## src/include/ara_consts.svh

```systemverilog
/*
 * Register offsets, field positions, reset values and counts for the ADC result accumulator.
 * Assumes it is included by bare name before any code that uses these macros.
 */
`ifndef ARA_CONSTS_SVH
`define ARA_CONSTS_SVH

// ****************************************************************
// Register byte offsets on the APB slave
// ****************************************************************
`define ARA_OFF_ACC_LO 12'h000
`define ARA_OFF_ACC_HI 12'h004
`define ARA_OFF_STATUS 12'h008
`define ARA_OFF_CTRL2 12'h00c
`define ARA_OFF_RPT 12'h010
`define ARA_OFF_CNT 12'h014
`define ARA_OFF_FLT 12'h018
`define ARA_OFF_IRQ_STAT 12'h01c
`define ARA_OFF_IRQ_EN 12'h020
`define ARA_OFF_IRQ_CLR 12'h024

// ****************************************************************
// Field positions of the control and status registers
// ****************************************************************
`define ARA_CTRL_SHIFT_LSB 0
`define ARA_CTRL_CLR_BIT 3
`define ARA_CTRL_MODE_LSB 4
`define ARA_CTRL_START_BIT 7
`define ARA_STAT_OVF_BIT 0
`define ARA_STAT_BUSY_BIT 1

// Interrupt status bits.
`define ARA_IRQ_SAMPLE 0
`define ARA_IRQ_OVF 1
`define ARA_IRQ_CLR_DONE 2
`define ARA_IRQ_RPT_HIT 3

// ****************************************************************
// Widths, limits, reset values and counts
// ****************************************************************
`define ARA_ACC_W 18
`define ARA_ACC_MAX 19'h3ffff
`define ARA_CLR_CYCLES 3'h5
`define ARA_RST_RPT 8'h00
`define ARA_RST_MODE 3'h0
`define ARA_RST_SHIFT 3'h0

`endif

```

## src/include/ara_pkg.sv

```systemverilog
/*
 * Types shared by the ADC result accumulator.
 * Assumes ara_consts.svh is on the include path.
 */
`default_nettype none
`include "ara_consts.svh"

package ara_pkg;

    // Computation modes held in the mode field.
    typedef enum logic [2:0] {
        ARA_MODE_BASIC,
        ARA_MODE_ACCUM,
        ARA_MODE_AVG,
        ARA_MODE_OTHER3,
        ARA_MODE_OTHER4,
        ARA_MODE_OTHER5,
        ARA_MODE_OTHER6,
        ARA_MODE_OTHER7
    } ara_mode_e;

    // Sequencer of the accumulator clear command.
    typedef enum logic [0:0] {
        ARA_ST_IDLE,
        ARA_ST_CLEARING
    } ara_clr_e;

    // All state of the accumulator block.
    typedef struct packed {
        logic [`ARA_ACC_W-1:0] acc;
        logic [15:0] filt;
        logic [7:0] cnt;
        logic [7:0] repeat_target;
        logic [2:0] shift;
        ara_mode_e mode;
        logic clr_bit;
        logic start_bit;
        logic ovf;
        ara_clr_e st;
        logic [2:0] clr_cnt;
        logic trig_s1;
        logic trig_s2;
        logic trig_d;
        logic [3:0] irq_stat;
        logic [3:0] irq_en;
        logic irq;
        logic [31:0] prdata;
        logic pready;
        logic pslverr;
    } ara_state_s;

endpackage

`default_nettype wire

```

## src/design/ara_accum.sv

```systemverilog
/*
 * ADC result accumulator: running sum of conversion results, sample counter, overflow flag,
 * self-clearing clear command, shifted filter result, interrupt status, all behind an APB slave.
 * Assumes conv_result comes from the converter core on pclk and is valid whenever a trigger
 * occurs; ext_trig comes from a pin and is synchronised here.
 */
// Notes on behaviour
// - Each trigger, software start or external edge, adds the conversion result in every mode except basic mode 000.
// - Software reads the accumulator as a 16-bit value via high and low bytes.
// - A sum beyond 262143 sets the sticky overflow flag in the status register.
// - Every sample added into the accumulator increments the sample count by one.
// - Setting the clear bit clears accumulator, overflow flag and sample count.
// - Hardware drops the clear bit when clearing completes, so software can poll it.
// - The clear operation takes five clock cycles before it completes.
// - The accumulator is right-shifted by the 3-bit shift field into the filter result.
// - Basic mode 000 adds nothing into the accumulator.
// - Accumulate mode 001 copies the shifted accumulator into the filter result each sample.
`default_nettype none
`include "ara_consts.svh"

module ara_accum
    import ara_pkg::*;
(
    input wire logic pclk,
    input wire logic presetn,
    input wire logic psel,
    input wire logic penable,
    input wire logic pwrite,
    input wire logic [11:0] paddr,
    input wire logic [31:0] pwdata,
    output logic [31:0] prdata,
    output logic pready,
    output logic pslverr,
    input wire logic [15:0] conv_result,
    input wire logic ext_trig,
    output logic irq
);

    // ****************************************************************
    // State registers
    // ****************************************************************
    ara_state_s s_r;
    ara_state_s s_nxt;

    // ****************************************************************
    // Next-state logic
    // ****************************************************************

    // One process computes the whole next state so the bus, the sequencer and the datapath
    // all see the same current values and no field has two drivers.
    always_comb begin
        logic setup;
        logic wr;
        logic trig;
        logic adding;
        logic clr_done;
        logic [`ARA_ACC_W:0] sum;
        logic [`ARA_ACC_W-1:0] base_acc;
        logic [7:0] base_cnt;
        logic [7:0] new_cnt;
        logic [3:0] ev;
        logic [31:0] rd;
        logic hit;
        setup = 1'b0;
        wr = 1'b0;
        trig = 1'b0;
        adding = 1'b0;
        clr_done = 1'b0;
        sum = '0;
        base_acc = '0;
        base_cnt = '0;
        new_cnt = '0;
        ev = '0;
        rd = '0;
        hit = 1'b0;
        s_nxt = s_r;

        // Pin synchroniser; only the second stage and its delayed copy feed the edge detector.
        s_nxt.trig_s1 = ext_trig;
        s_nxt.trig_s2 = s_r.trig_s1;
        s_nxt.trig_d = s_r.trig_s2;

        // A trigger is a start strobe or a rising edge of the external pin.
        trig = s_r.start_bit | (s_r.trig_s2 & ~s_r.trig_d);
        s_nxt.start_bit = 1'b0;

        // Clear sequencer: counts down, then wipes the sum, the count and the overflow flag.
        unique case (s_r.st)
            ARA_ST_IDLE: begin
                clr_done = 1'b0;
            end
            ARA_ST_CLEARING: begin
                if (s_r.clr_cnt == 3'h0) begin
                    clr_done = 1'b1;
                    s_nxt.st = ARA_ST_IDLE;
                    s_nxt.clr_bit = 1'b0;
                end else begin
                    s_nxt.clr_cnt = s_r.clr_cnt - 3'h1;
                end
            end
        endcase

        // A sample that lands on the completing cycle is added after the wipe, not lost.
        base_acc = clr_done ? '0 : s_r.acc;
        base_cnt = clr_done ? 8'h00 : s_r.cnt;
        if (clr_done) begin
            s_nxt.ovf = 1'b0;
            s_nxt.acc = '0;
            s_nxt.cnt = 8'h00;
            ev[`ARA_IRQ_CLR_DONE] = 1'b1;
        end

        // Basic mode skips accumulation; every other mode adds into the sum.
        adding = trig && (s_r.mode != ARA_MODE_BASIC);
        sum = {1'b0, base_acc} + {3'b000, conv_result};
        new_cnt = base_cnt + 8'h01;
        if (adding) begin
            s_nxt.acc = sum[`ARA_ACC_W-1:0];
            s_nxt.cnt = new_cnt;
            s_nxt.filt = 16'(sum[`ARA_ACC_W-1:0] >> s_r.shift);
            ev[`ARA_IRQ_SAMPLE] = 1'b1;
            hit = (new_cnt == s_r.repeat_target);
            ev[`ARA_IRQ_RPT_HIT] = hit;
            if (sum > `ARA_ACC_MAX) begin
                // Set wins over the clear of the same cycle.
                s_nxt.ovf = 1'b1;
                ev[`ARA_IRQ_OVF] = 1'b1;
            end
        end

        // APB: answer is prepared in the setup cycle, so the access phase always ends at once.
        setup = psel & ~penable;
        wr = psel & penable & s_r.pready & pwrite;
        s_nxt.pready = setup;
        s_nxt.pslverr = 1'b0;
        unique case (paddr)
            `ARA_OFF_ACC_LO: rd = {24'h000000, s_r.acc[7:0]};
            `ARA_OFF_ACC_HI: rd = {24'h000000, s_r.acc[15:8]};
            `ARA_OFF_STATUS: rd = {30'h0, (s_r.st == ARA_ST_CLEARING), s_r.ovf};
            `ARA_OFF_CTRL2: rd = {24'h000000, s_r.start_bit, s_r.mode, s_r.clr_bit, s_r.shift};
            `ARA_OFF_RPT: rd = {24'h000000, s_r.repeat_target};
            `ARA_OFF_CNT: rd = {24'h000000, s_r.cnt};
            `ARA_OFF_FLT: rd = {16'h0000, s_r.filt};
            `ARA_OFF_IRQ_STAT: rd = {28'h0000000, s_r.irq_stat};
            `ARA_OFF_IRQ_EN: rd = {28'h0000000, s_r.irq_en};
            `ARA_OFF_IRQ_CLR: rd = 32'h00000000;
            default: begin
                rd = 32'h00000000;
                s_nxt.pslverr = setup;
            end
        endcase
        if (setup) begin
            s_nxt.prdata = pwrite ? 32'h00000000 : rd;
        end

        // Register writes take effect at the edge that completes the access phase.
        s_nxt.irq_stat = s_r.irq_stat;
        if (wr) begin
            unique case (paddr)
                `ARA_OFF_CTRL2: begin
                    s_nxt.shift = pwdata[`ARA_CTRL_SHIFT_LSB +: 3];
                    s_nxt.mode = ara_mode_e'(pwdata[`ARA_CTRL_MODE_LSB +: 3]);
                    s_nxt.start_bit = pwdata[`ARA_CTRL_START_BIT];
                    // A clear already running is not restarted by a second write.
                    if (pwdata[`ARA_CTRL_CLR_BIT] && (s_r.st == ARA_ST_IDLE)) begin
                        s_nxt.clr_bit = 1'b1;
                        s_nxt.st = ARA_ST_CLEARING;
                        s_nxt.clr_cnt = `ARA_CLR_CYCLES - 3'h1;
                    end
                end
                `ARA_OFF_RPT: s_nxt.repeat_target = pwdata[7:0];
                `ARA_OFF_IRQ_EN: s_nxt.irq_en = pwdata[3:0];
                `ARA_OFF_IRQ_CLR: s_nxt.irq_stat = s_r.irq_stat & ~pwdata[3:0];
                default: begin
                    s_nxt.repeat_target = s_nxt.repeat_target;
                end
            endcase
        end

        // Events are ORed in after the clear, so a set in the same cycle survives.
        s_nxt.irq_stat = s_nxt.irq_stat | ev;
        s_nxt.irq = |(s_r.irq_stat & s_r.irq_en);
    end

    // ****************************************************************
    // State register
    // ****************************************************************

    // Reset puts every field to a constant; the pin synchroniser starts low.
    always_ff @(posedge pclk or negedge presetn) begin
        if (!presetn) begin
            s_r.acc <= '0;
            s_r.filt <= 16'h0000;
            s_r.cnt <= 8'h00;
            s_r.repeat_target <= `ARA_RST_RPT;
            s_r.shift <= `ARA_RST_SHIFT;
            s_r.mode <= ARA_MODE_BASIC;
            s_r.clr_bit <= 1'b0;
            s_r.start_bit <= 1'b0;
            s_r.ovf <= 1'b0;
            s_r.st <= ARA_ST_IDLE;
            s_r.clr_cnt <= 3'h0;
            s_r.trig_s1 <= 1'b0;
            s_r.trig_s2 <= 1'b0;
            s_r.trig_d <= 1'b0;
            s_r.irq_stat <= 4'h0;
            s_r.irq_en <= 4'h0;
            s_r.irq <= 1'b0;
            s_r.prdata <= 32'h00000000;
            s_r.pready <= 1'b0;
            s_r.pslverr <= 1'b0;
        end else begin
            s_r <= s_nxt;
        end
    end

    // ****************************************************************
    // Outputs, each straight from a flip-flop
    // ****************************************************************
    assign prdata = s_r.prdata;
    assign pready = s_r.pready;
    assign pslverr = s_r.pslverr;
    assign irq = s_r.irq;

endmodule

`default_nettype wire

```

## config.mk

```make
export PLATFORM = sky130hd
export DESIGN_NAME = ara_accum
export DESIGN_NICKNAME = d
export VERILOG_FILES = /design/src/include/ara_pkg.sv /design/src/design/ara_accum.sv
export VERILOG_INCLUDE_DIRS = /design/src /design/src/include
export SDC_FILE = /design/constraint.sdc
export NUM_CORES = 1
export LEC_CHECK = 0
export BUFFER_PORTS_ARGS = -buffer_cell sky130_fd_sc_hd__buf_2
export CAP_MARGIN = 20
export CORE_UTILIZATION = 45
export DETAILED_ROUTE_END_ITERATION = 10
export MAX_ROUTING_LAYER = met4
export PLACE_DENSITY = 0.66
export SETUP_SLACK_MARGIN = 0.15
export SLEW_MARGIN = 20
export SYNTH_ARGS = -nofsm -noshare
export SYNTH_HDL_FRONTEND = slang
export SYNTH_SLANG_ARGS = --single-unit
```

## constraint.sdc

```tcl
create_clock -name pclk -period 4.95 [get_ports pclk]
set_clock_uncertainty 0.15 [all_clocks]
set_input_delay 0.2475 -clock pclk [delete_from_list [all_inputs] [get_ports pclk]]
set_output_delay 0.2475 -clock pclk [all_outputs]
set_load 0.005 [all_outputs]
```

==> flow_summary.ini, run 1 <==
[worst_setup_path]
cp.buffers_inverters = 2
critPathLaunchType = flip-flop
max_stage_delay_ns = 0.49
crit_path_end_kind = flip-flop
critPathKind = reg2reg
r2r_slack_ns = 0.72
reg2reg_depth = 14
arrival_ns = 4.37
cp_cell_sequence = inv_1 > ha_1 > nand3b_1 > buf_4 > and2_1 > ha_1 > o211ai_1 > o211ai_1 > a21oi_1 > a211o_1 > xnor2_1 > mux2i_1 > a2111oi_2 > a221o_1
cp_slowest_cell = a2111oi_2
worstPathRequired_ns = 5.08
crit_family = compound AO/OA/AOI/OAI gates
crit_fanout = 24
crit_cells = 14

[pwr]
leakagePower_nw = 3.008
power.density_mw_per_mm2 = 236.8
ir_worst_vdd_v = 0.0001674
power_mw = 1.579

[timing]
rsz0062_at_grt = no
hold_viol = 0
tightestPinTransition_ns = 0.8708
maxSlewViolCount = 0
slew_headroom_pct = 41.87
finalSetupViolCount = 0
max_freq_mhz = 236.3
period_share_pct = 85.51
finalSetupTns_ns = 0
layout_min_cycle_time_ns = 4.233
fin_hold_ws_ns = 0.007100

[yosys]
synth_area_per_cell_um2 = 9.484
synth.distinct_cells = 62
netlist_top_cells_area = dfrtp_1 (39%), mux2_2 (5.2%), nand2_1 (4.2%), buf_4 (4.0%), ha_1 (3.9%)
yosysWarnings = 0
async_reset_ff_share_pct = 100.0
yosys.area.top_type_share_pct = 38.65
synth_common_cells = dfrtp_1 (93), nand2_1 (67), o21ai_0 (45)
synth_most_common_cell = dfrtp_1
synth_top_area_cell = dfrtp_1
synth_edf_count = 0
ys.flop_type = dfrtp_1
synth_cells = 635
synth.ff_latch_count = 93
ys_seq_area_share_pct = 38.65
synth.cell_area_mm2 = 0.006022

[global_route]
grt_usage_pct = 24.21
first_global_vias = 4869
grt_max_degree = 64
grt_pass1_wl_um = 25630
antenna_found_initial = 0
grt.overflow.total = 0

[clock_tree]
postCtsSetupRepairBufs = 0
clk_pin_slew_ns = 0.07
insertion_delay_ns = 0.34
cts.sink_count = 93
cts_buffers = 9
cts_resized = 0
cts_root_buffer = clkbuf_16
clock_path_buffers = 2
cts.htree.levels = 3
cts_tree = done

[flow_run]
drv_cap = 0

[floorplanning]
ios = 101
start_util_pct = 46.96
num_rows = 41
coreArea_mm2 = 0.01282
dieArea_mm2 = 0.01385
die_y_um = 117.7
die_width_um = 117.7

[routing]
drcViolationCount = 0
viasPerCell = 5.866
first_pass_iters = 8
drt_iter0_markers = 473
wl_met2_um = 7283
ant_nets = 0
route.met3.wl_um = 980
top_layer = met4
via_count = 4986
wl_met1_um = 7184
wl_per_cell_um = 18.54
routed_wl_um = 15760

[final_layout]
drive_gt1_share_pct = 18.73
design_area_mm2 = 0.006668
final_net_count = 760
fill_cells = 1189
diodes = 0
syn_to_final_growth_pct = 10.72
stdcell_count = 850

[min_path]
hp-class = in2reg
hold-path-cell-count = 2

[placement]
place_hpwl_um = 11830
place_area_mm2 = 0.006314
routabilityCongestion = 0.9447
dp.cells = 830
portBuffers = 60

[run_status]
status = completed
-- final cells by class --
cell class / instances / area [µm²] / share of cell area, %
multi-input combinational: 483 / 3371 / 50.55
sequential: 93 / 2327 / 34.90
timing repair buffer: 69 / 387.9 / 5.817
clock buffer: 10 / 239.0 / 3.584
tap: 172 / 215.2 / 3.228
inverter: 18 / 67.56 / 1.013
clock inverter: 5 / 60.06 / 0.9007
-- sequential cells by signal, summed over array words and instances, names as in the netlist --
register / cells
s_r: 72
prdata: 16
s_nxt: 2
irq: 1
pready: 1
pslverr: 1
-- kinds of logic (layout without fill, tap and decap cells) --
logic type,after synthesis,count (layout),share of synthesized area (%)
compound gates,168,168,19.51
xor+xnor,36,36,5.236
fa+ha+maj,20,20,4.280
buf+inv,74,102,6.628
flops,93,93,38.65
mux,46,46,9.557
other cells,1,16,0.06227
simple gates,197,197,16.08
-- routing by layer --
layer  up-vias  track usage (%)
met5         -                -
met4         0            8.093
met3        26            3.343
met2       201            37.65
met1      2419            32.54
li1       2340                -
-- worst reg2reg max path, cell delays in order, from the launching register on --
cell and delay [ns]:
dfrtp_1 0.36, inv_1 0.11, ha_1 0.21, nand3b_1 0.19
buf_4 0.28, and2_1 0.22, ha_1 0.37, o211ai_1 0.14
o211ai_1 0.38, a21oi_1 0.17, a211o_1 0.30, xnor2_1 0.40
mux2i_1 0.25, a2111oi_2 0.49, a221o_1 0.16
-- per-stage QoR --
| stage | setup slack [ns] | utilization (%) |
|---|---|---|
| floorplan | 1.285 | - |
| global placement | 0.9110 | 49.23 |
| detailed placement | 0.7815 | 49.23 |
| CTS | 0.7476 | 51.87 |
| global route | 0.4549 | 51.99 |
| finish | 0.7173 | 51.99 |
-- where the power goes --
| part | total, mW | leakage [nW] | switching, mW | internal [mW] |
|---|---|---|---|---|
| Clock | 0.702 | 0.145 | 0.298 | 0.404 |
| Sequential | 0.766 | 1.22 | 0.00240 | 0.764 |
| Combinational | 0.110 | 1.65 | 0.0693 | 0.0407 |
| Total | 1.58 | 3.01 | 0.370 | 1.21 |
-- final timing paths --
kind                       startpoint        end
max in group asynchronous     presetn    s_r[68]
min in group asynchronous     presetn    s_r[62]
hold / removal              pwdata[4]    s_r[53]
setup / recovery              s_r[46]    s_r[86]
setup reg to reg              s_r[46]    s_r[86]
hold reg to reg             s_nxt[44]  s_nxt[43]
-- cells in the final DEF, fill, tap and decap left out, types with 16 or more instances in the layout --
cell      n
dfrtp_1  93
nand2_1  67
buf_2    59
o21ai_0  45
nor2_1   40
a21oi_1  28
mux2_2   28
and2_1   25
xnor2_1  25
ha_1     19
inv_1    16
conb_1   16
-- repair_timing --
action,in CTS,in global routing
setup endpoints to repair,0,0
hold endpoints to repair,34,0
hold buffers,4,0
Note: power is estimated with default switching activity, not from simulation.
==> inputs of run 2 (changes only) <==
REMOVE_ABC_BUFFERS = 1   (was default)
==> run 2 against run 1 <==
Core utilization rose by 0.059 points. Clock power rose by 4.3%. Final cell count rose by 0.12%. Sequential share of layout area barely moved. Via count fell by 1.1%. Worst setup slack improved by 0.082 ns. Flip-flop and latch count did not move.
==> flow_summary.ini, run 2 (synthesis results as in run 1) <==
[floorplanning]
die_width_um = 117.7
dieArea_mm2 = 0.01385
ios = 101
num_rows = 41
die_y_um = 117.7
start_util_pct = 46.96
coreArea_mm2 = 0.01282

[final_layout]
largest_register_ffs = 72
regMostFlops = s_r
diodes = 0
final_net_count = 760
final_common_cell = dfrtp_1
final_cell_mix = dfrtp_1 (93), nand2_1 (67), buf_2 (59)
syn_to_final_growth_pct = 10.85
drive_gt1_share_pct = 18.70

[clock_tree]
cts.htree.levels = 3
cts_tree = done
insertion_delay_ns = 0.35
clock_path_buffers = 2
postCtsSetupRepairBufs = 0
cts_buffers = 9
cts_resized = 0
cts_root_buffer = clkbuf_16
cts.sink_count = 93
clk_pin_slew_ns = 0.07

[timing]
maxSlewViolCount = 0
rsz0062_at_grt = no
tightestPinTransition_ns = 0.9813
finalSetupTns_ns = 0
hold_viol = 0
max_freq_mhz = 240.9
slew_headroom_pct = 34.49
finalSetupViolCount = 0
period_share_pct = 83.85
layout_setup_ws_ns = 0.7993
fin_hold_ws_ns = 0.007617
layout_min_cycle_time_ns = 4.151

[placement]
routabilityCongestion = 0.9475
place_ws_ns = 0.8757
portBuffers = 60
place_hpwl_um = 11790

[pwr]
intPower_mw = 1.209
clkPwrFrac_pct = 45.6
switching_power_mw = 0.3975
leakagePower_nw = 3.010
seqPwrFrac_pct = 47.7
power.density_mw_per_mm2 = 240.7
swShare_pct = 24.74
ir_worst_vdd_v = 0.0002309
p_comb_share_pct = 6.8

[worst_setup_path]
crit_fanout = 27
arrival_ns = 4.24
critPathLaunchType = flip-flop
worstPathRequired_ns = 5.04
critPathKind = reg2reg
crit_path_end_kind = flip-flop

[routing]
first_pass_iters = 5
ant_nets = 0
drcViolationCount = 0
viasPerCell = 5.794
via_count = 4931
wl_per_cell_um = 18.00
drt_iter0_markers = 336
routed_wl_um = 15320

[run_status]
status = completed

[global_route]
grt.overflow.total = 0
antenna_found_initial = 0
first_global_vias = 4850
grt_pass1_wl_um = 25390
grt_usage_pct = 23.93
grt_max_degree = 61

[min_path]
hp-class = in2reg

[flow_run]
drv_cap = 0
[run 2: changes by cell type in the layout (fill, tap and decap cells not counted)]
| cell | before | now |
|---|---|---|
| dlygate4sd3_1 | 4 | 5 |
| clkinv_4 | 1 | 0 |
| clkbuf_8 | 1 | 0 |
| inv_6 | 1 | 3 |
| clkinv_2 | 1 | 0 |
| inv_8 | 0 | 2 |
| buf_8 | 1 | 0 |
[run 2: final timing paths]
kind | start | to | depth (start not counted) | slack (ns)
max | s_r[46] | s_r[86] | 14 | 0.80
min | pwdata[3] | s_r[38] | 2 | 0.008
max reg2reg | s_r[46] | s_r[86] | 14 | 0.80
min reg2reg | s_nxt[44] | s_nxt[43] | 0 | 0.21
max in group asynchronous | presetn | s_r[70] | 3 | 3.33
min in group asynchronous | presetn | s_nxt[44] | 2 | 0.22
[run 2: critical path: stages, from the launching register on]
cell      delay [ns]
dfrtp_1         0.33
inv_1           0.07
ha_1            0.24
nand3b_1        0.20
buf_4           0.33
nand2_1         0.15
fa_1            0.44
nand2b_1        0.19
a21o_1          0.21
a2111o_1        0.44
a21o_1          0.21
a211oi_2        0.32
mux2i_1         0.16
mux2_4          0.29
a221o_1         0.29
[run 2: per-stage QoR]
stage                     std cells  power (mW)  area [µm²]  utilization (%)
after detailed placement        830      0.8865        6314            49.23
after global placement          830      0.8841        6314            49.23
after floorplan                 594      0.8326        5747                -
final                           851       1.607        6675            52.05
after global routing            851       1.661        6675            52.05
after CTS                       851       1.616        6675            52.05
[run 2: cell type report]
class | instances | area, µm²
multi-input combinational | 483 | 3371
fill | 1207 | 6150
clock inverter | 7 | 86.33
timing repair buffer | 69 | 382.9
inverter | 18 | 67.56
tap | 172 | 215.2
sequential | 93 | 2327
clock buffer | 9 | 225.2
[run 2: layer usage]
metal  share of wire (%)  vias to the layer above  global-route usage [%]
li1                    -                     2353                       -
met2                  47                      160                   38.38
met5                   0                        -                       -
met3                 5.5                       18                   3.149
met1                  46                     2400                   31.88
met4                 1.4                        0                   6.410
[run 2: what timing repair did]
action / in CTS / in global routing
hold endpoints to repair: 39 / 0
endpoints found under the setup margin: 0 / 0
hold buffers: 5 / 0
[run 2: power by group through the flow]
stage	clock network, mW	registers (mW)	logic, mW
finish	0.732	0.766	0.109
global route	0.772	0.766	0.122
CTS	0.741	0.766	0.109
detailed placement	0	0.781	0.106
global placement	0	0.781	0.103
floorplan	0	0.780	0.0523
==> inputs of run 3 (changes only) <==
clock period = 4.1 ns   (was 4.95 ns; I/O delays follow)
==> run 3 against run 2 <==
Total power increased by 23%. Sequential share of layout area decreased by 1.3 points. Non-clock buffer count increased by 13. Global-route usage decreased by 0.21 points. Clock power increased by 24%. Via count increased by 2.6%. Final cell count increased by 1.4%. Worst setup slack got worse by 0.46 ns. Worst hold slack improved by 0.044 ns. Flip-flop and latch count unchanged. Wire length increased by 4.0%.
==> flow_summary.ini, run 3 (synthesis results as in run 1) <==
[run_status]
status = completed

[timing]
maxSlewViolCount = 0
period_share_pct = 91.80
finalSetupViolCount = 0
hold_viol = 0
layout_min_cycle_time_ns = 3.764
tightestPinTransition_ns = 0.9760
layout_setup_ws_ns = 0.3362
rsz0062_at_grt = yes
slew_headroom_pct = 34.85
max_freq_mhz = 265.7

[final_layout]
final_net_count = 773
utilization_pct = 54.12
final_cell_mix = dfrtp_1 (93), nand2_1 (67), buf_2 (59)
diodes = 0
syn_to_final_growth_pct = 15.25
largest_register_ffs = 72
drive_gt1_share_pct = 22.14
regMostFlops = s_r
stdcell_count = 863
final_common_cell = dfrtp_1
fill_cells = 1206

[routing]
first_pass_iters = 6
wl_per_cell_um = 18.45
drt_iter0_markers = 388
drcViolationCount = 0
ant_nets = 0
viasPerCell = 5.862
routed_wl_um = 15920
via_count = 5059

[worst_setup_path]
critPathKind = reg2reg
r2r-end = s_r[86]
reg2reg_depth = 15
cp_cell_sequence = inv_2 > ha_2 > nand3b_1 > and2_4 > ha_4 > inv_1 > fa_2 > nand2b_4 > a21o_1 > a2111o_1 > a21o_1 > a211oi_2 > mux2i_1 > mux2_4 > a221o_1
crit_fanout = 4
reg2reg_from = s_r[47]
crit_top_cell = a21o_1
crit_path_end_kind = flip-flop
worstPathRequired_ns = 4.17
arrival_ns = 3.83
cp_slowest_cell = a2111o_1
critPathLaunchType = flip-flop
r2r_slack_ns = 0.34
max_stage_delay_ns = 0.48

[pwr]
power.density_mw_per_mm2 = 285.8
ir_worst_vdd_v = 0.0001701
leakagePower_nw = 3.115

[clock_tree]
cts.htree.levels = 3
clk_pin_slew_ns = 0.06
cts_buffers = 9
cts.sink_count = 93
clock_path_buffers = 2
cts_root_buffer = clkbuf_16
insertion_delay_ns = 0.34
cts_tree = done

[min_path]
hold-path-cell-count = 3
min_to = pslverr
hp-class = in2reg
min_from = paddr[5]

[placement]
portBuffers = 60
dp.cells = 832
place_hpwl_um = 11890
routabilityCongestion = 0.9236
place_ws_ns = 0.1631

[global_route]
grt.overflow.total = 0
grt_max_degree = 64
antenna_found_initial = 0
grt_usage_pct = 23.72
first_global_vias = 4835
grt_pass1_wl_um = 25120

[floorplanning]
num_rows = 41
die_y_um = 117.7
start_util_pct = 46.96
ios = 101
dieArea_mm2 = 0.01385
die_width_um = 117.7
coreArea_mm2 = 0.01282

[flow_run]
drv_cap = 0
## run 3: cell type report
cell class | instances | area [µm²] | share of cell area, %
clock buffer | 12 | 256.5 | 3.696
inverter | 18 | 67.56 | 0.9735
tap | 172 | 215.2 | 3.101
multi-input combinational | 483 | 3508 | 50.55
clock inverter | 3 | 68.82 | 0.9915
timing repair buffer | 82 | 496.7 | 7.157
sequential | 93 | 2327 | 33.53
## run 3: critical path, delay by kind of cell, from the launching register on
family                   cells  cell delay (ns)
flip-flops                   1             0.36
multiplexers                 2             0.45
AO/OA/AOI/OAI                5             1.45
adder cells (fa/ha/maj)      3             0.65
AND/OR/NAND/NOR              3             0.49
buffers and inverters        2             0.09
## run 3: timing repair
item	4_1_cts	5_1_grt
hold endpoints to repair	78	0
buffers inserted	1	5
pin swaps	1	7
hold buffers	10	0
setup endpoints to repair	1	13
gates resized for setup	0	24
## run 3: through the flow
step	area, µm²	total power [mW]	hold slack, ns	setup TNS [ns]
final	6940	1.983	0.05211	0
after global routing	6940	2.053	0.05648	0
after CTS	6761	1.983	0.04194	0
after detailed placement	6329	1.073	0.1697	0
after global placement	6329	1.070	0.1682	0
after floorplan	5747	1.005	-0.2406	-1.708
## run 3: worst max-delay path by stage
stage	from	end	slack [ns]	cells after the start
2_1_floorplan	s_r[54]	s_r[83]	-0.36	4
3_3_place_gp	s_r[46]	s_r[86]	0.27	15
3_5_place_dp	s_r[46]	s_r[86]	0.16	15
4_1_cts	s_r[46]	s_r[86]	0.16	15
5_1_grt	s_r[47]	s_r[86]	0.13	15
6_report	s_r[47]	s_r[86]	0.34	15
## run 3: layer usage
layer / vias up / share of wire, % / GRT usage [%]
li1: 2367 / - / -
met1: 2474 / 46 / 31.53
met2: 180 / 46 / 36.65
met3: 38 / 5.0 / 2.568
met4: 0 / 3.2 / 10.50
met5: - / 0 / -
## run 3: power by group
group	internal, mW	switching, mW
Clock	0.566	0.345
Sequential	0.923	0.00289
Combinational	0.0583	0.0893
Total	1.55	0.437
